--- src/common/pfs_pkg.sv ---
package pfs_pkg;

  // register indices on the plain register port
  localparam logic [3:0] REG_GPIO_DATA = 4'h0;
  localparam logic [3:0] REG_GPIO_DIR = 4'h1;
  localparam logic [3:0] REG_ALT_EN = 4'h2;
  localparam logic [3:0] REG_CTRL = 4'h3;
  localparam logic [3:0] REG_STATUS = 4'h4;
  localparam logic [3:0] REG_PIN_IN = 4'h5;
  localparam logic [3:0] REG_WAKE_EN = 4'h6;
  localparam logic [3:0] REG_WAKE_FLAG = 4'h7;

  // control register fields
  localparam int CTRL_PLL_SEL = 0;
  localparam int CTRL_FREE_EN = 1;
  localparam int CTRL_TAG_EN = 2;
  localparam int CTRL_BUS_CLOCK_OUT_EN = 3;
  localparam int CTRL_PIPE_EN = 4;
  localparam int CTRL_ECS_EN = 5;
  localparam int CTRL_BASE_LSB = 8;
  localparam int CTRL_BASE_W = 6;
  localparam logic [31:0] CTRL_RESET = 32'h0000_0000;
  localparam logic [31:0] CTRL_WMASK = 32'h0000_3F3F;

  // status register fields
  localparam int STAT_MODE_A = 0;
  localparam int STAT_MODE_B = 1;
  localparam int STAT_MODE_C = 2;
  localparam int STAT_CLK_EXT = 3;
  localparam int STAT_FLASH_MAP = 4;
  localparam int STAT_EXPANDED = 5;
  localparam int STAT_RST_ACTIVE = 6;

  // pin vector layout: port A, B, K, E
  localparam int NPINS = 32;
  localparam int PA_LSB = 0;
  localparam int PB_LSB = 8;
  localparam int PK_LSB = 16;
  localparam int PE_LSB = 24;
  localparam int XADDR_LSB = 14;
  localparam int PIN_ECS = 23;
  localparam int PIN_NMI = 24;
  localparam int PIN_IRQ = 25;
  localparam int PIN_RW = 26;
  localparam int PIN_LOW_BYTE_STROBE = 27;
  localparam int PIN_BUS_CLOCK_OUT = 28;
  localparam int PIN_MODE_STRAP_A = 29;
  localparam int PIN_MODE_STRAP_B = 30;
  localparam int PIN_CLOCK_SOURCE_STRAP = 31;

  localparam int NWAKE = 12;
  localparam logic [11:0] WAKE_RESET = 12'h000;

  // captured operating mode
  typedef struct packed {
    logic mode_select_bit_c;
    logic mode_strap_b;
    logic mode_strap_a;
  } pfs_mode_t;
  localparam pfs_mode_t MODE_RESET = 3'h0;

  // request from the core's external bus engine
  typedef struct packed {
    logic [17:0] addr;
    logic [15:0] wdata;
    logic addr_phase;
    logic data_drive;
    logic rd_nwr;
    logic low_byte_strobe_b;
    logic emulation_chip_select_b;
    logic idle;
  } pfs_bus_req_t;

endpackage

--- src/rtl/pfs_pin_mux.sv ---
`timescale 1ns/1ps
module pfs_pin_mux
(
  input wire logic i_sys_clk,
  input wire logic i_rst_b,
  input wire logic [3:0] i_reg_addr,
  input wire logic [31:0] i_reg_wdata,
  input wire logic i_reg_wr,
  input wire logic i_reg_rd,
  output logic [31:0] o_reg_rdata,
  input wire logic i_reset_pin_b,
  input wire logic i_int_reset_req,
  output logic o_reset_pin_out,
  output logic o_reset_pin_oe,
  input wire logic i_debug_comm_pin,
  input wire logic [31:0] i_pin_in,
  output logic [31:0] o_pin_out,
  output logic [31:0] o_pin_oe,
  output logic o_clock_source_strap_pd,
  input wire logic [31:0] i_alt_out,
  input wire logic [31:0] i_alt_oe,
  input wire pfs_pkg::pfs_bus_req_t i_bus,
  input wire logic i_bus_clk,
  input wire logic i_bus_clk_fall,
  input wire logic [1:0] i_queue_state,
  output logic [15:0] o_ext_rdata,
  output logic o_high_half_tag,
  output logic o_low_half_tag,
  output logic o_expanded,
  output pfs_pkg::pfs_mode_t o_mode,
  output logic o_clk_ext_clock,
  output logic o_use_pll,
  output logic o_flash_map_enable,
  input wire logic i_spi_en,
  input wire logic i_spi_master,
  input wire logic i_spi_mosi_out,
  input wire logic i_spi_miso_out,
  input wire logic i_mosi_pin,
  input wire logic i_miso_pin,
  output logic o_mosi_pin_out,
  output logic o_mosi_pin_oe,
  output logic o_miso_pin_out,
  output logic o_miso_pin_oe,
  output logic o_spi_data_in,
  input wire logic [11:0] i_wake_pins,
  input wire logic i_low_power,
  output logic o_irq_req,
  output logic o_nmi_req,
  output logic o_key_wake_irq,
  output logic o_wake_req,
  input wire logic [15:0] i_cpu_addr,
  output logic o_reg_space_hit
);
  import pfs_pkg::*;

  logic [31:0] pin_s1_reg, pin_s2_reg;
  logic rst_s1_reg, rst_s2_reg, rst_d_reg;
  logic dbg_s1_reg, dbg_s2_reg;
  logic [11:0] wake_s1_reg, wake_s2_reg, wake_d_reg;
  logic mosi_s1_reg, mosi_s2_reg, miso_s1_reg, miso_s2_reg;
  logic [31:0] gpio_data_reg, gpio_dir_reg, alt_en_reg, ctrl_reg;
  logic [11:0] wake_en_reg, wake_flag_reg;
  pfs_mode_t mode_reg;
  logic clk_ext_reg, flash_map_reg;
  logic rst_active, rst_rise, expanded, tag_on;
  logic [31:0] bus_en, bus_out, bus_oe, pin_out_next, pin_oe_next;
  logic [11:0] wake_set, wake_clr;
  logic [31:0] rdata_next;

  // two-stage synchronisers for every pin input
  always_ff @(posedge i_sys_clk or negedge i_rst_b)
  begin
    if (!i_rst_b)
    begin
      // idle high, so the active-low request pins do not fire at reset exit
      pin_s1_reg <= 32'hFFFF_FFFF;
      pin_s2_reg <= 32'hFFFF_FFFF;
      rst_s1_reg <= 1'b0;
      rst_s2_reg <= 1'b0;
      rst_d_reg <= 1'b0;
      dbg_s1_reg <= 1'b1;
      dbg_s2_reg <= 1'b1;
      wake_s1_reg <= 12'hFFF;
      wake_s2_reg <= 12'hFFF;
      wake_d_reg <= 12'hFFF;
      mosi_s1_reg <= 1'b0;
      mosi_s2_reg <= 1'b0;
      miso_s1_reg <= 1'b0;
      miso_s2_reg <= 1'b0;
    end
    else
    begin
      pin_s1_reg <= i_pin_in;
      pin_s2_reg <= pin_s1_reg;
      rst_s1_reg <= i_reset_pin_b;
      rst_s2_reg <= rst_s1_reg;
      rst_d_reg <= rst_s2_reg;
      dbg_s1_reg <= i_debug_comm_pin;
      dbg_s2_reg <= dbg_s1_reg;
      wake_s1_reg <= i_wake_pins;
      wake_s2_reg <= wake_s1_reg;
      wake_d_reg <= wake_s2_reg;
      mosi_s1_reg <= i_mosi_pin;
      mosi_s2_reg <= mosi_s1_reg;
      miso_s1_reg <= i_miso_pin;
      miso_s2_reg <= miso_s1_reg;
    end
  end

  assign rst_active = !rst_s2_reg;
  assign rst_rise = rst_s2_reg && !rst_d_reg;
  assign expanded = (mode_reg.mode_strap_a || mode_reg.mode_strap_b) && !rst_active;
  assign tag_on = expanded && ctrl_reg[CTRL_TAG_EN];

  // device drives its own reset pin low on an internal reset
  always_ff @(posedge i_sys_clk or negedge i_rst_b)
  begin
    if (!i_rst_b)
    begin
      o_reset_pin_out <= 1'b0;
      o_reset_pin_oe <= 1'b0;
    end
    else
    begin
      o_reset_pin_out <= 1'b0;
      o_reset_pin_oe <= i_int_reset_req;
    end
  end

  // strap capture at the release of the reset pin
  always_ff @(posedge i_sys_clk or negedge i_rst_b)
  begin
    if (!i_rst_b)
    begin
      mode_reg <= MODE_RESET;
      clk_ext_reg <= 1'b0;
      flash_map_reg <= 1'b0;
    end
    else if (rst_rise)
    begin
      mode_reg.mode_select_bit_c <= dbg_s2_reg;
      mode_reg.mode_strap_a <= pin_s2_reg[PIN_MODE_STRAP_A];
      mode_reg.mode_strap_b <= pin_s2_reg[PIN_MODE_STRAP_B];
      clk_ext_reg <= pin_s2_reg[PIN_CLOCK_SOURCE_STRAP];
      flash_map_reg <= pin_s2_reg[PIN_ECS];
    end
  end

  always_ff @(posedge i_sys_clk or negedge i_rst_b)
  begin
    if (!i_rst_b)
      o_clock_source_strap_pd <= 1'b1;
    else
      o_clock_source_strap_pd <= rst_active;
  end

  // software registers; reset pin returns control to defaults
  always_ff @(posedge i_sys_clk or negedge i_rst_b)
  begin
    if (!i_rst_b)
    begin
      gpio_data_reg <= 32'h0000_0000;
      gpio_dir_reg <= 32'h0000_0000;
      alt_en_reg <= 32'h0000_0000;
      ctrl_reg <= CTRL_RESET;
      wake_en_reg <= WAKE_RESET;
    end
    else if (rst_active)
    begin
      gpio_dir_reg <= 32'h0000_0000;
      alt_en_reg <= 32'h0000_0000;
      ctrl_reg <= CTRL_RESET;
      wake_en_reg <= WAKE_RESET;
    end
    else if (i_reg_wr)
    begin
      unique case (i_reg_addr)
        REG_GPIO_DATA: gpio_data_reg <= i_reg_wdata;
        REG_GPIO_DIR: gpio_dir_reg <= i_reg_wdata;
        REG_ALT_EN: alt_en_reg <= i_reg_wdata;
        REG_CTRL: ctrl_reg <= i_reg_wdata & CTRL_WMASK;
        REG_WAKE_EN: wake_en_reg <= i_reg_wdata[NWAKE-1:0];
        default: ;
      endcase
    end
  end

  // key wake-up flags, set on a falling edge, write one to clear; set wins
  assign wake_set = wake_d_reg & ~wake_s2_reg & wake_en_reg;
  assign wake_clr = (i_reg_wr && i_reg_addr == REG_WAKE_FLAG) ? i_reg_wdata[NWAKE-1:0] : 12'h000;

  always_ff @(posedge i_sys_clk or negedge i_rst_b)
  begin
    if (!i_rst_b)
      wake_flag_reg <= 12'h000;
    else
      wake_flag_reg <= (wake_flag_reg & ~wake_clr) | wake_set;
  end

  always_ff @(posedge i_sys_clk or negedge i_rst_b)
  begin
    if (!i_rst_b)
    begin
      o_irq_req <= 1'b0;
      o_nmi_req <= 1'b0;
      o_key_wake_irq <= 1'b0;
      o_wake_req <= 1'b0;
    end
    else
    begin
      o_irq_req <= !pin_s2_reg[PIN_IRQ];
      o_nmi_req <= !pin_s2_reg[PIN_NMI];
      o_key_wake_irq <= |wake_flag_reg;
      o_wake_req <= i_low_power && (!pin_s2_reg[PIN_IRQ] || !pin_s2_reg[PIN_NMI] || |wake_flag_reg);
    end
  end

  // expanded-bus and special functions overriding the pins
  always_comb
  begin
    bus_en = 32'h0000_0000;
    bus_out = 32'h0000_0000;
    bus_oe = 32'h0000_0000;
    if (rst_active)
    begin
      bus_en[PIN_MODE_STRAP_A] = 1'b1;
      bus_en[PIN_MODE_STRAP_B] = 1'b1;
      bus_en[PIN_CLOCK_SOURCE_STRAP] = 1'b1;
      bus_en[PIN_ECS] = 1'b1;
    end
    else
    begin
      if (ctrl_reg[CTRL_BUS_CLOCK_OUT_EN])
      begin
        bus_en[PIN_BUS_CLOCK_OUT] = 1'b1;
        bus_out[PIN_BUS_CLOCK_OUT] = i_bus_clk;
        bus_oe[PIN_BUS_CLOCK_OUT] = 1'b1;
      end
      if (expanded)
      begin
        bus_en[PB_LSB +: 8] = 8'hFF;
        bus_en[PA_LSB +: 8] = 8'hFF;
        bus_out[PB_LSB +: 8] = i_bus.addr_phase ? i_bus.addr[7:0] : i_bus.wdata[7:0];
        bus_out[PA_LSB +: 8] = i_bus.addr_phase ? i_bus.addr[15:8] : i_bus.wdata[15:8];
        bus_oe[PB_LSB +: 8] = {8{i_bus.addr_phase || i_bus.data_drive}};
        bus_oe[PA_LSB +: 8] = {8{i_bus.addr_phase || i_bus.data_drive}};
        bus_en[PK_LSB +: 4] = 4'hF;
        bus_out[PK_LSB +: 4] = i_bus.addr[XADDR_LSB +: 4];
        bus_oe[PK_LSB +: 4] = 4'hF;
        bus_en[PIN_RW] = 1'b1;
        bus_out[PIN_RW] = i_bus.rd_nwr;
        bus_oe[PIN_RW] = 1'b1;
        bus_en[PIN_LOW_BYTE_STROBE] = 1'b1;
        bus_out[PIN_LOW_BYTE_STROBE] = i_bus.low_byte_strobe_b;
        bus_oe[PIN_LOW_BYTE_STROBE] = !tag_on;
        bus_en[PIN_ECS] = 1'b1;
        bus_out[PIN_ECS] = i_bus.emulation_chip_select_b;
        bus_oe[PIN_ECS] = ctrl_reg[CTRL_ECS_EN];
        if (ctrl_reg[CTRL_FREE_EN])
        begin
          bus_en[PIN_CLOCK_SOURCE_STRAP] = 1'b1;
          bus_out[PIN_CLOCK_SOURCE_STRAP] = i_bus.idle;
          bus_oe[PIN_CLOCK_SOURCE_STRAP] = 1'b1;
        end
        if (ctrl_reg[CTRL_PIPE_EN])
        begin
          bus_en[PIN_MODE_STRAP_A] = 1'b1;
          bus_en[PIN_MODE_STRAP_B] = 1'b1;
          bus_out[PIN_MODE_STRAP_A] = i_queue_state[0];
          bus_out[PIN_MODE_STRAP_B] = i_queue_state[1];
          bus_oe[PIN_MODE_STRAP_A] = 1'b1;
          bus_oe[PIN_MODE_STRAP_B] = 1'b1;
        end
      end
    end
  end

  // per-pin priority: bus function, then peripheral, then gpio
  genvar g;
  generate
    for (g = 0; g < NPINS; g++)
    begin : g_pin
      assign pin_out_next[g] = bus_en[g] ? bus_out[g] : (alt_en_reg[g] ? i_alt_out[g] : gpio_data_reg[g]);
      assign pin_oe_next[g] = bus_en[g] ? bus_oe[g] : (alt_en_reg[g] ? i_alt_oe[g] : gpio_dir_reg[g]);
    end
  endgenerate

  always_ff @(posedge i_sys_clk or negedge i_rst_b)
  begin
    if (!i_rst_b)
    begin
      o_pin_out <= 32'h0000_0000;
      o_pin_oe <= 32'h0000_0000;
    end
    else
    begin
      o_pin_out <= pin_out_next;
      o_pin_oe <= pin_oe_next;
    end
  end

  // tagging, read data and mode outputs
  always_ff @(posedge i_sys_clk or negedge i_rst_b)
  begin
    if (!i_rst_b)
    begin
      o_high_half_tag <= 1'b0;
      o_low_half_tag <= 1'b0;
      o_ext_rdata <= 16'h0000;
      o_expanded <= 1'b0;
      o_mode <= MODE_RESET;
      o_clk_ext_clock <= 1'b0;
      o_use_pll <= 1'b0;
      o_flash_map_enable <= 1'b0;
      o_reg_space_hit <= 1'b0;
    end
    else
    begin
      o_high_half_tag <= tag_on && i_bus_clk_fall && !dbg_s2_reg;
      o_low_half_tag <= tag_on && i_bus_clk_fall && !pin_s2_reg[PIN_LOW_BYTE_STROBE];
      o_ext_rdata <= {pin_s2_reg[PA_LSB +: 8], pin_s2_reg[PB_LSB +: 8]};
      o_expanded <= expanded;
      o_mode <= mode_reg;
      o_clk_ext_clock <= clk_ext_reg;
      o_use_pll <= ctrl_reg[CTRL_PLL_SEL] && !rst_active;
      o_flash_map_enable <= flash_map_reg;
      o_reg_space_hit <= i_cpu_addr[15:10] == ctrl_reg[CTRL_BASE_LSB +: CTRL_BASE_W];
    end
  end

  // spi data pins turn around with the role
  always_ff @(posedge i_sys_clk or negedge i_rst_b)
  begin
    if (!i_rst_b)
    begin
      o_mosi_pin_out <= 1'b0;
      o_mosi_pin_oe <= 1'b0;
      o_miso_pin_out <= 1'b0;
      o_miso_pin_oe <= 1'b0;
      o_spi_data_in <= 1'b0;
    end
    else
    begin
      o_mosi_pin_out <= i_spi_mosi_out;
      o_mosi_pin_oe <= i_spi_en && i_spi_master;
      o_miso_pin_out <= i_spi_miso_out;
      o_miso_pin_oe <= i_spi_en && !i_spi_master;
      o_spi_data_in <= i_spi_master ? miso_s2_reg : mosi_s2_reg;
    end
  end

  // register read port, data one cycle after the strobe
  always_comb
  begin
    rdata_next = 32'h0000_0000;
    unique case (i_reg_addr)
      REG_GPIO_DATA: rdata_next = gpio_data_reg;
      REG_GPIO_DIR: rdata_next = gpio_dir_reg;
      REG_ALT_EN: rdata_next = alt_en_reg;
      REG_CTRL: rdata_next = ctrl_reg;
      REG_STATUS:
      begin
        rdata_next[STAT_MODE_A] = mode_reg.mode_strap_a;
        rdata_next[STAT_MODE_B] = mode_reg.mode_strap_b;
        rdata_next[STAT_MODE_C] = mode_reg.mode_select_bit_c;
        rdata_next[STAT_CLK_EXT] = clk_ext_reg;
        rdata_next[STAT_FLASH_MAP] = flash_map_reg;
        rdata_next[STAT_EXPANDED] = expanded;
        rdata_next[STAT_RST_ACTIVE] = rst_active;
      end
      REG_PIN_IN: rdata_next = pin_s2_reg;
      REG_WAKE_EN: rdata_next[NWAKE-1:0] = wake_en_reg;
      REG_WAKE_FLAG: rdata_next[NWAKE-1:0] = wake_flag_reg;
      default: rdata_next = 32'h0000_0000;
    endcase
  end

  always_ff @(posedge i_sys_clk or negedge i_rst_b)
  begin
    if (!i_rst_b)
      o_reg_rdata <= 32'h0000_0000;
    else if (i_reg_rd)
      o_reg_rdata <= rdata_next;
    else
      o_reg_rdata <= 32'h0000_0000;
  end

  // checks
  property p_mode_c_capture;
    @(posedge i_sys_clk) disable iff (!i_rst_b)
    rst_rise |=> (mode_reg.mode_select_bit_c == $past(dbg_s2_reg));
  endproperty
  a_mode_c_capture: assert property (p_mode_c_capture) else $error("mode bit c not captured");

  property p_mode_ab_hold;
    @(posedge i_sys_clk) disable iff (!i_rst_b)
    !rst_rise |=> $stable(mode_reg);
  endproperty
  a_mode_ab_hold: assert property (p_mode_ab_hold) else $error("mode changed outside reset release");

  property p_pulldown;
    @(posedge i_sys_clk) disable iff (!i_rst_b)
    rst_active |=> o_clock_source_strap_pd && !o_pin_oe[PIN_CLOCK_SOURCE_STRAP];
  endproperty
  a_pulldown: assert property (p_pulldown) else $error("clock strap not released with pull-down");

  property p_no_pll_after_reset;
    @(posedge i_sys_clk) disable iff (!i_rst_b)
    rst_rise |=> !o_use_pll [*2];
  endproperty
  a_no_pll_after_reset: assert property (p_no_pll_after_reset) else $error("pll selected at reset exit");

  property p_free_cycle;
    @(posedge i_sys_clk) disable iff (!i_rst_b)
    (expanded && ctrl_reg[CTRL_FREE_EN] && i_bus.idle) |=> o_pin_out[PIN_CLOCK_SOURCE_STRAP] && o_pin_oe[PIN_CLOCK_SOURCE_STRAP];
  endproperty
  a_free_cycle: assert property (p_free_cycle) else $error("free cycle not shown");

  property p_high_tag;
    @(posedge i_sys_clk) disable iff (!i_rst_b)
    o_high_half_tag |-> $past(tag_on) && $past(i_bus_clk_fall) && !$past(dbg_s2_reg);
  endproperty
  a_high_tag: assert property (p_high_tag) else $error("stray high tag");

  property p_reset_drive;
    @(posedge i_sys_clk) disable iff (!i_rst_b)
    i_int_reset_req |=> o_reset_pin_oe && !o_reset_pin_out;
  endproperty
  a_reset_drive: assert property (p_reset_drive) else $error("reset pin not driven low");

  property p_nmi_wake;
    @(posedge i_sys_clk) disable iff (!i_rst_b)
    (i_low_power && !pin_s2_reg[PIN_NMI]) |=> o_wake_req;
  endproperty
  a_nmi_wake: assert property (p_nmi_wake) else $error("nonmaskable request did not wake");

  property p_wake_set_wins;
    @(posedge i_sys_clk) disable iff (!i_rst_b)
    (wake_set != 12'h000) |=> ((wake_flag_reg & $past(wake_set)) == $past(wake_set));
  endproperty
  a_wake_set_wins: assert property (p_wake_set_wins) else $error("wake event lost");

  property p_spi_dir;
    @(posedge i_sys_clk) disable iff (!i_rst_b)
    i_spi_en |=> (o_mosi_pin_oe != o_miso_pin_oe);
  endproperty
  a_spi_dir: assert property (p_spi_dir) else $error("spi pins not opposed");

  property p_addr_phase;
    @(posedge i_sys_clk) disable iff (!i_rst_b)
    (expanded && i_bus.addr_phase) |=> o_pin_out[PB_LSB +: 8] == $past(i_bus.addr[7:0]);
  endproperty
  a_addr_phase: assert property (p_addr_phase) else $error("low address byte wrong");

  c_reset_release: cover property (@(posedge i_sys_clk) disable iff (!i_rst_b) rst_rise);
  c_expanded_cycle: cover property (@(posedge i_sys_clk) disable iff (!i_rst_b) expanded && i_bus.addr_phase);
  c_key_wake: cover property (@(posedge i_sys_clk) disable iff (!i_rst_b) i_low_power && |wake_set);
  c_tag: cover property (@(posedge i_sys_clk) disable iff (!i_rst_b) o_high_half_tag);

endmodule

--- config.mk ---
export PLATFORM = sky130hd
export DESIGN_NAME = pfs_pin_mux
export DESIGN_NICKNAME = d
export VERILOG_FILES = /design/src/common/pfs_pkg.sv /design/src/rtl/pfs_pin_mux.sv
export SDC_FILE = /design/constraint.sdc
export NUM_CORES = 1
export LEC_CHECK = 0
export BUFFER_PORTS_ARGS = -buffer_cell sky130_fd_sc_hd__buf_2
export CELL_PAD_IN_SITES_DETAIL_PLACEMENT = 0
export CELL_PAD_IN_SITES_GLOBAL_PLACEMENT = 1
export CORE_UTILIZATION = 42
export CTS_CLUSTER_DIAMETER = 40
export CTS_CLUSTER_SIZE = 40
export DETAILED_ROUTE_END_ITERATION = 16
export PLACE_DENSITY_LB_ADDON = 0.05
export SLEW_MARGIN = 20
export SYNTH_ARGS = -nofsm -noshare
export SYNTH_HDL_FRONTEND = slang
export SYNTH_SLANG_ARGS = --single-unit
--- constraint.sdc ---
create_clock -name i_sys_clk -period 1.55 [get_ports i_sys_clk]
set_input_delay 0.155 -clock i_sys_clk [delete_from_list [all_inputs] [get_ports i_sys_clk]]
set_output_delay 0.155 -clock i_sys_clk [all_outputs]
set_load 0.1 [all_outputs]
* After elaboration in Yosys (flattened, before gate mapping) *
Index checks and enable logic that the tools add are counted.

storage, ports and cells
  input port bits = 218
  output and inout bits = 134
  register bits = 399
  logic and storage cells = 264

cells by class
  equal/unequal tests = 13
  multiplexer cells = 165
  reduce and logical (&&, ||, !) cells = 30
  bitwise logic cells = 6

operators with widths
  operator                                                               number
  32-bit two-way mux                                                     10
  1-bit two-way mux                                                      129
  20-bit two-way mux                                                     6
  20-bit one-hot mux with 5 select lines                                 1
  7-bit one-hot mux with 8 select lines                                  1
  12-bit two-way mux                                                     4
  12-bit bitwise AND                                                     3
  5-bit one-hot mux with 7 select lines                                  1
  12-bit inverter                                                        2
  4-bit by 3-bit equality test with 1-bit output, second input constant  4
  8-bit two-way mux                                                      2
  3-bit two-way mux                                                      4
  6-bit two-way mux                                                      2
  12-bit bitwise OR                                                      1
  12-bit OR reduction                                                    1
  1-bit logical AND                                                      11
  2-bit two-way mux                                                      5
  4-bit by 2-bit equality test with 1-bit output, second input constant  2
  1-bit zero test                                                        8
  2-bit by 1-bit != test with 1-bit output, second input constant        4
  2-bit AND reduction                                                    4
  6-bit equality test                                                    1
  4-bit by 1-bit equality test with 1-bit output, second input constant  1
  4-bit zero test                                                        1
  3 further kinds                                                        6

* Longest topological paths before layout *
Gate-level depths: netlist of run 1.

  word-level depth = 7
  mapped depth = 8
  depth with buffers taken out = 5

* Least setup slack after synthesis of run 1 *
Ideal clock, no wire load.

  path kind = reg-to-reg
  start = register rst_s2_reg
  end = register wake_en_reg[10]
  period minus slack after synthesis = 1.363 ns
  setup slack = 0.187 ns
  stages on the path, launching flop included = 6
  data required time = 1.418 ns
  arrival time = 1.232 ns
  setup time = 0.132 ns
  cell sequence = dfrtp_1 > buf_2 > inv_1 > clkbuf_1 > clkbuf_1 > nor2_1

between the ends
  word-level cells in the longest chain between the ends = 2
  elaborated cells between the ends (all ways) = 4
  those cells by class = eq/ne (2); mux (1); reduce/logical (1)

ends and longest elaborated chain
  what                                                                                               line                RTL
  start, declared                                                                                    pfs_pin_mux.sv:57   logic rst_s1_reg, rst_s2_reg, rst_d_reg;
  start signal, assigned                                                                             pfs_pin_mux.sv:96   rst_s2_reg <= rst_s1_reg;
  2-bit by 1-bit != test with 1-bit output (no source line) / 2-bit != test (equally long branches)  n/a
  2-bit AND reduction (no source line)                                                               n/a
  end signal, assigned                                                                               pfs_pin_mux.sv:182  REG_WAKE_EN: wake_en_reg <= i_reg_wdata[NWAKE-1:0];
  end, declared                                                                                      pfs_pin_mux.sv:62   logic [11:0] wake_en_reg, wake_flag_reg;

Several ways; a longest one is shown, not always the timed one.
A chain may end at the register's enable or synchronous reset.

* Worst setup path after layout of run 1 *
  start = register o_pin_oe[13]
  end = output port o_pin_oe[13]

RTL lines
  what                    line                RTL
  start, declared         pfs_pin_mux.sv:18   output logic [31:0] o_pin_oe,
  start signal, assigned  pfs_pin_mux.sv:298  o_pin_oe <= pin_oe_next;

No word-level cell between the ends.

==> results of run 1 <==
-- area by class of cell --
class | instances | area (sq um) | share of cell area [%]
timing repair buffer | 617 | 4680 | 21.8
clock buffer | 58 | 1370 | 6.37
tap | 455 | 569 | 2.66
clock inverter | 40 | 467 | 2.18
sequential | 379 | 9610 | 44.8
inverter | 5 | 22.5 | 0.105
antenna | 1 | 2.50 | 0.0117
multi-input combinational | 702 | 4720 | 22.0
-- cells in the mapped netlist (3+ instances only) --
library cell and n:
clkbuf_1 25, o22ai_1 17, o21ai_0 27, buf_4 15
mux2_2 53, nor2_1 41, and3_1 4, mux2i_1 138
nand2b_1 3, dfrtp_1 276, o22a_1 6, a221oi_1 5
and2_1 19, buf_2 21, o2bb2ai_1 12, a21oi_1 95
nor2b_1 21, a2bb2oi_1 9, nand3_1 10, dfstp_2 103
inv_1 4, a211oi_1 20, buf_6 5, a31oi_1 3
nand2_1 175, nor4_1 3, xnor2_1 4
-- worst max-delay path by stage --
stage,start,depth (start not counted),slack [ns],endpoint
after global placement,wake_flag_reg[10],5,-0.12,o_wake_req
after global routing,ctrl_reg[9],4,-0.004,o_reg_space_hit
after detailed placement,wake_flag_reg[10],5,-0.11,o_wake_req
after CTS,o_pin_oe[13],1,0.003,o_pin_oe[13]
final,o_pin_oe[13],1,0.02,o_pin_oe[13]
after floorplan,rst_s2_reg,5,0.19,wake_en_reg[10]
-- per-stage QoR --
stage	worst slack, ns	util [%]	setup TNS (ns)
after floorplan	0.187	-	0
after detailed placement	-0.109	50.9	-0.141
after CTS	0.00276	62.1	0
after global placement	-0.119	50.9	-0.119
final	0.0241	62.2	0
after global routing	-0.00390	62.2	-0.00390
-- report_power, final --
| part | switching, mW | internal (mW) | total [mW] |
|---|---|---|---|
| sequential | 0.412 | 10.7 | 11.1 |
| clock | 4.81 | 7.52 | 12.3 |
| combinational | 3.49 | 1.53 | 5.02 |
| total | 8.71 | 19.8 | 28.5 |
-- repair_timing --
action                                  4_1_cts  5_1_grt
gates resized for setup                      20        8
hold buffers                                197        0
pin swaps                                     1        2
setup buffers                                 1        0
endpoints found under the hold margin       536        0
endpoints found under the setup margin       18       13
-- cells by family (layout without fill, tap and decap cells) --
logic type / after synthesis / in the layout / share of synthesized area [%]
flops: 379 / 379 / 65.5
simple gates: 293 / 293 / 9.01
compound gates: 209 / 209 / 8.81
mux: 193 / 193 / 13.6
buf+inv: 71 / 720 / 2.64
xor+xnor: 6 / 6 / 0.358
other cells: 1 / 2 / 0.0256
-- routing by layer --
metal / vias to the layer above / track usage [%] / part of all wire [%]
met2: 359 / 42.1 / 48
met4: 0 / 8.87 / 2.4
met1: 5632 / 34.5 / 44
met3: 67 / 5.26 / 5.8
met5: - / 0 / 0
li1: 5226 / - / -
-- cells in the final DEF (no fill, tap or decap), types with 9 or more instances in the layout --
master and count:
a211oi_1 18, o21ai_0 27, mux2i_1 138, dlygate4sd3_1 197, o2bb2ai_1 12, clkbuf_16 53, buf_2 319, nor2b_1 21
a2bb2oi_1 9, and2_1 19, a21oi_1 95, dfstp_2 103, buf_12 27, inv_6 13, dfrtp_1 276, buf_4 68
mux2_2 53, o22ai_1 17, nor2_1 40, nand2_1 175
==> metrics.md, run 1 <==
| Metric | Value |
|---|---|
| Slowest stage cell, crit path | buf_2 |
| CP Launch Type | flip-flop |
| Hold_sp | i_reg_rd |
| Worst stage delay on the critical path | 0.43 ns |
| Reg2Reg Setup Slack | 0.05 ns |
| TritonCTS Buffers | 52 |
| Clk pin slew, worst setup/hold paths | 0.06 ns |
| Htree depth | 2 |
| Crit path max fanout | 1 |
| Final Cycle Share | 98.4% |
| Gr ovfl total | 0 |
| Final Non-Filler Cells | 2,257 |
| Synth Register Bits | 379 |
| Clock Latency Late Sink | 0.58 ns |
| Reg2reg start | wake_flag_reg[5] |
| Worst slew pin tran | 0.518 ns |
| Synth Instances | 1,152 |
| Num ports | 352 |
| GP Congestion | 0.841 |
| Main flop type after synthesis | dfrtp_1 |
| Core area | 34,500 sq um |
| Post-Syn Nets | 1,370 |
| Die area | 35,700 sq um |
| Max cap viols | 0 |
| Vias in the first global route | 11,960 |
| GRT Total Usage | 25.9% |
| Vias | 11,284 |
| Layout cells sized above 1 | 38.5% |
| Leak pwr | 10.0 nW |
| DRC | 0 |
| Nets | 1,975 |
| Synth top area share | 47.1% |
| Max frequency | 655 MHz |
| Tmin final | 1.53 ns |
| Buf+Inv Stages, Crit Path | 1 |
| Clock sinks | 379 |
| Syn_area_per_cell | 12.7 sq um |
| Number of DRC markers in iteration 0 | 604 |
| TritonCTS clock tree | built |
| Final hold slack | 0.0310 ns |
| Run status | completed |
| Asr flop ratio synth | 100% |
| Drt wl/cell | 20.2 um |
| Worst Hold Class | in -> reg |
| Post-synth EDFFs | 0 |
| Placed Cells | 1,961 |
| Routed wire length | 45,600 um |
| Worst rel slew slack | 65.3% |
| DIE WIDTH | 189 um |
| Worst path required time | 1.39 ns |
| Hpwl dp | 31,100 um |
| R2r endpoint | o_wake_req |
| Area growth syn-to-layout | 46.1% |
| Largest net degree at the start of global routing | 54 |
| Crit-path leading delay family | buffers and inverters |
| Final Power | 28.5 mW |
| Hold Fails Final Rpt | 0 |
| Initial core utilization | 42.6% |
| Filler instances | 2,811 |
| Die Ht | 189 um |
| Cell chain of the critical path | buf_2 |
| Hold depth | 3 |
| Synth Cell Area | 14,700 sq um |
| Cell taking the most area after synthesis | dfrtp_1 |
| Antenna violations before repair | 2 |
| Peak supply drop | 1050 uV |
| Design Area, Final | 21,400 sq um |
| Sequential element share of the synthesized area | 65.5% |
| Via density | 5.00 |
| Drt pass-1 iters | 5 |
| Reg2reg path depth | 4 |
| PortBufs | 340 |
| Setup violators final | 0 |
| Synth unique cells | 58 |
| Clk_skew | 0.0135 ns |
| Pwr/cell area | 1330 nW/um^2 |
| Post-DRT Antenna Nets | 0 |
| Hold EP | o_reg_rdata[5] |
| Placed cell area | 17,500 sq um |
| Crit Path Category | reg -> out |
| Final Max Slew Viols | 0 |
| CP endpoint kind | output pin |
| CTS Buffer Depth | 3 |
| Synthesis Warnings | 0 |
| Top cells by area, synth | dfrtp_1 (47%), dfstp_2 (18%), mux2i_1 (9.4%) |
| CP arrival | 1.37 ns |
| Num rows | 68 |
| Global-route wire length before repair | 69,300 um |
| CTS Root Cell | clkbuf_16 |
Note: power is estimated with default switching activity, not from simulation.
==> run 2: changes to the inputs <==
Settings changed: ABC_AREA set to 1, CORE_UTILIZATION 42 to 41.
==> run 2 against run 1 <==
Effect of this change: highest routed layer unchanged; largest power group unchanged; via count is 9.2% higher; sequential share of layout area is 0.11 points higher; area after synthesis hardly changed; combinational power is 13% higher.
==> metrics.md, run 2 <==
| Metric | Value |
|---|---|
| DIE WIDTH | 191 um |
| Global-route wire length before repair | 70,200 um |
| Core area | 34,900 sq um |
| Tmin final | 1.52 ns |
| Hold Fails Final Rpt | 0 |
| Post-DRT Antenna Nets | 0 |
| Leak pwr | 10.5 nW |
| GRT Total Usage | 25.6% |
| GP Congestion | 0.849 |
| Top cells by area, synth | dfrtp_1 (47%), dfstp_2 (18%), nand2_1 (9.0%) |
| Num rows | 68 |
| Asr flop ratio synth | 100% |
| Most frequent cells in the layout | nand2_1 (351), buf_2 (331), dfrtp_1 (275) |
| Sequential element share of the synthesized area | 65.6% |
| Most frequent cell after synthesis | nand2_1 |
| Max frequency | 656 MHz |
| Crit-path leading delay family | buffers and inverters |
| CTS Root Cell | clkbuf_16 |
| Setup violators final | 0 |
| Die Ht | 191 um |
| Final Power | 29.8 mW |
| PortBufs | 340 |
| Pwr/cell area | 1390 nW/um^2 |
| Post-synth EDFFs | 0 |
| Post-Syn Nets | 1,703 |
| Most common cell after layout, fill and taps aside | nand2_1 |
| Clock sinks | 379 |
| Clk_skew | 0.0291 ns |
| CP arrival | 1.37 ns |
| Initial core utilization | 42.0% |
| Main flop type after synthesis | dfrtp_1 |
| Dpl ws | 0.0863 ns |
| Gr ovfl total | 0 |
| TritonCTS clock tree | built |
| Clk pin slew, worst setup/hold paths | 0.06 ns |
| Largest net degree at the start of global routing | 60 |
| Worst stage delay on the critical path | 0.43 ns |
| Worst slew pin tran | 0.531 ns |
| Placed Cells | 2,290 |
| Vias in the first global route | 12,243 |
| Slowest stage cell, crit path | buf_2 |
| Synth top area share | 47.1% |
| Synth Cell Area | 14,700 sq um |
| Run status | completed |
| Synth unique cells | 34 |
| Cell taking the most area after synthesis | dfrtp_1 |
| Commonest cells in the netlist | nand2_1 (351), dfrtp_1 (276), o21ai_0 (213) |
| Final Max Slew Viols | 0 |
| Final Non-Filler Cells | 2,589 |
| CP endpoint kind | output pin |
| Synth Register Bits | 379 |
| Routed wire length | 46,100 um |
| Drt wl/cell | 17.8 um |
| Synthesis Warnings | 0 |
| Synth Instances | 1,485 |
| Worst Hold Class | in -> reg |
| Cell chain of the critical path | buf_2 |
| TritonCTS Buffers | 52 |
| Worst path required time | 1.39 ns |
| CTS Buffer Depth | 3 |
| Peak supply drop | 1020 uV |
| Clock Latency Late Sink | 0.58 ns |
| DRC | 0 |
| Crit Path Category | reg -> out |
| Buf+Inv Stages, Crit Path | 1 |
| Die area | 36,500 sq um |
| PnR worst setup slack | 0.0255 ns |
| Drt pass-1 iters | 5 |
| Max cap viols | 0 |
| Final Cycle Share | 98.4% |
| Nets | 2,303 |
| Syn_area_per_cell | 9.87 sq um |
| CP Launch Type | flip-flop |
| Layout cells sized above 1 | 31.3% |
| Area growth syn-to-layout | 45.8% |
| Antenna violations before repair | 4 |
| Crit path max fanout | 1 |
| Number of DRC markers in iteration 0 | 673 |
| Hpwl dp | 31,700 um |
| Vias | 12,320 |
| Filler instances | 2,991 |
| Via density | 4.76 |
| Htree depth | 2 |
| Worst rel slew slack | 64.9% |
| Num ports | 352 |
## run 2: layout make-up
cell class	instances	area [sq um]	area share, %
Inverter	156	586	2.74
Multi-Input combinational cell	890	4200	19.7
Tap cell	455	569	2.66
Sequential cell	379	9610	45.0
Clock inverter	42	537	2.51
Clock buffer	56	1360	6.35
Antenna cell	5	12.5	0.0585
Timing Repair Buffer	606	4510	21.1
## run 2: metal layers
layer | track usage, % | part of all wire, %
met1 | 36.9 | 47
met2 | 39.8 | 45
met3 | 4.52 | 5.6
met4 | 6.96 | 2.2
met5 | 0 | 0
## run 2: repair_timing
item / CTS / global route
resized for setup: 6 / 6
setup buffers: 0 / 2
setup endpoints to repair: 5 / 6
hold buffers: 194 / 0
hold endpoints to repair: 507 / 0
## run 2: path summary, 6_finish.rpt
check	startpoint	end	slack [ns]	cells after the start
min in group asynchronous	i_rst_b	o_pin_oe[12]	0.07	2
max reg2reg	ctrl_reg[12]	o_reg_space_hit	0.05	5
max in group asynchronous	i_rst_b	wake_d_reg[1]	0.73	4
min reg2reg	pin_s1_reg[6]	pin_s2_reg[6]	0.34	0
min	i_alt_oe[23]	o_pin_oe[23]	0.02	3
max	o_mode[0]	o_mode[0]	0.03	1
## run 2: power by group
part           switching [mW]  leakage (nW)  internal (mW)  total, mW
combinational            4.24          5.05           1.45       5.69
sequential              0.502          4.57           10.9       11.4
clock                    4.96         0.906           7.75       12.7
total                    9.71          10.5           20.1       29.8
## run 2: kinds of logic (layout without fill, tap and decap cells)
family          after synthesis  after routing  synth area share (%)
compound gates              278            278                  10.2
mux                          22             22                  1.55
other cells                   1              6                0.0256
buf+inv                     216            860                  5.96
simple gates                589            589                  16.7
flops                       379            379                  65.6
## run 2: metrics by stage
stage | hold slack [ns] | utilization, % | setup TNS (ns) | cell area [sq um]
final | 0.0167 | 61.3 | 0 | 21400
after detailed placement | 0.0533 | 50.1 | 0 | 17500
after CTS | 0.00424 | 61.2 | 0 | 21300
after global placement | 0.0563 | 50.1 | 0 | 17500
after global routing | 0.0536 | 61.3 | -0.0287 | 21400
after floorplan | -0.141 | - | 0 | 14700
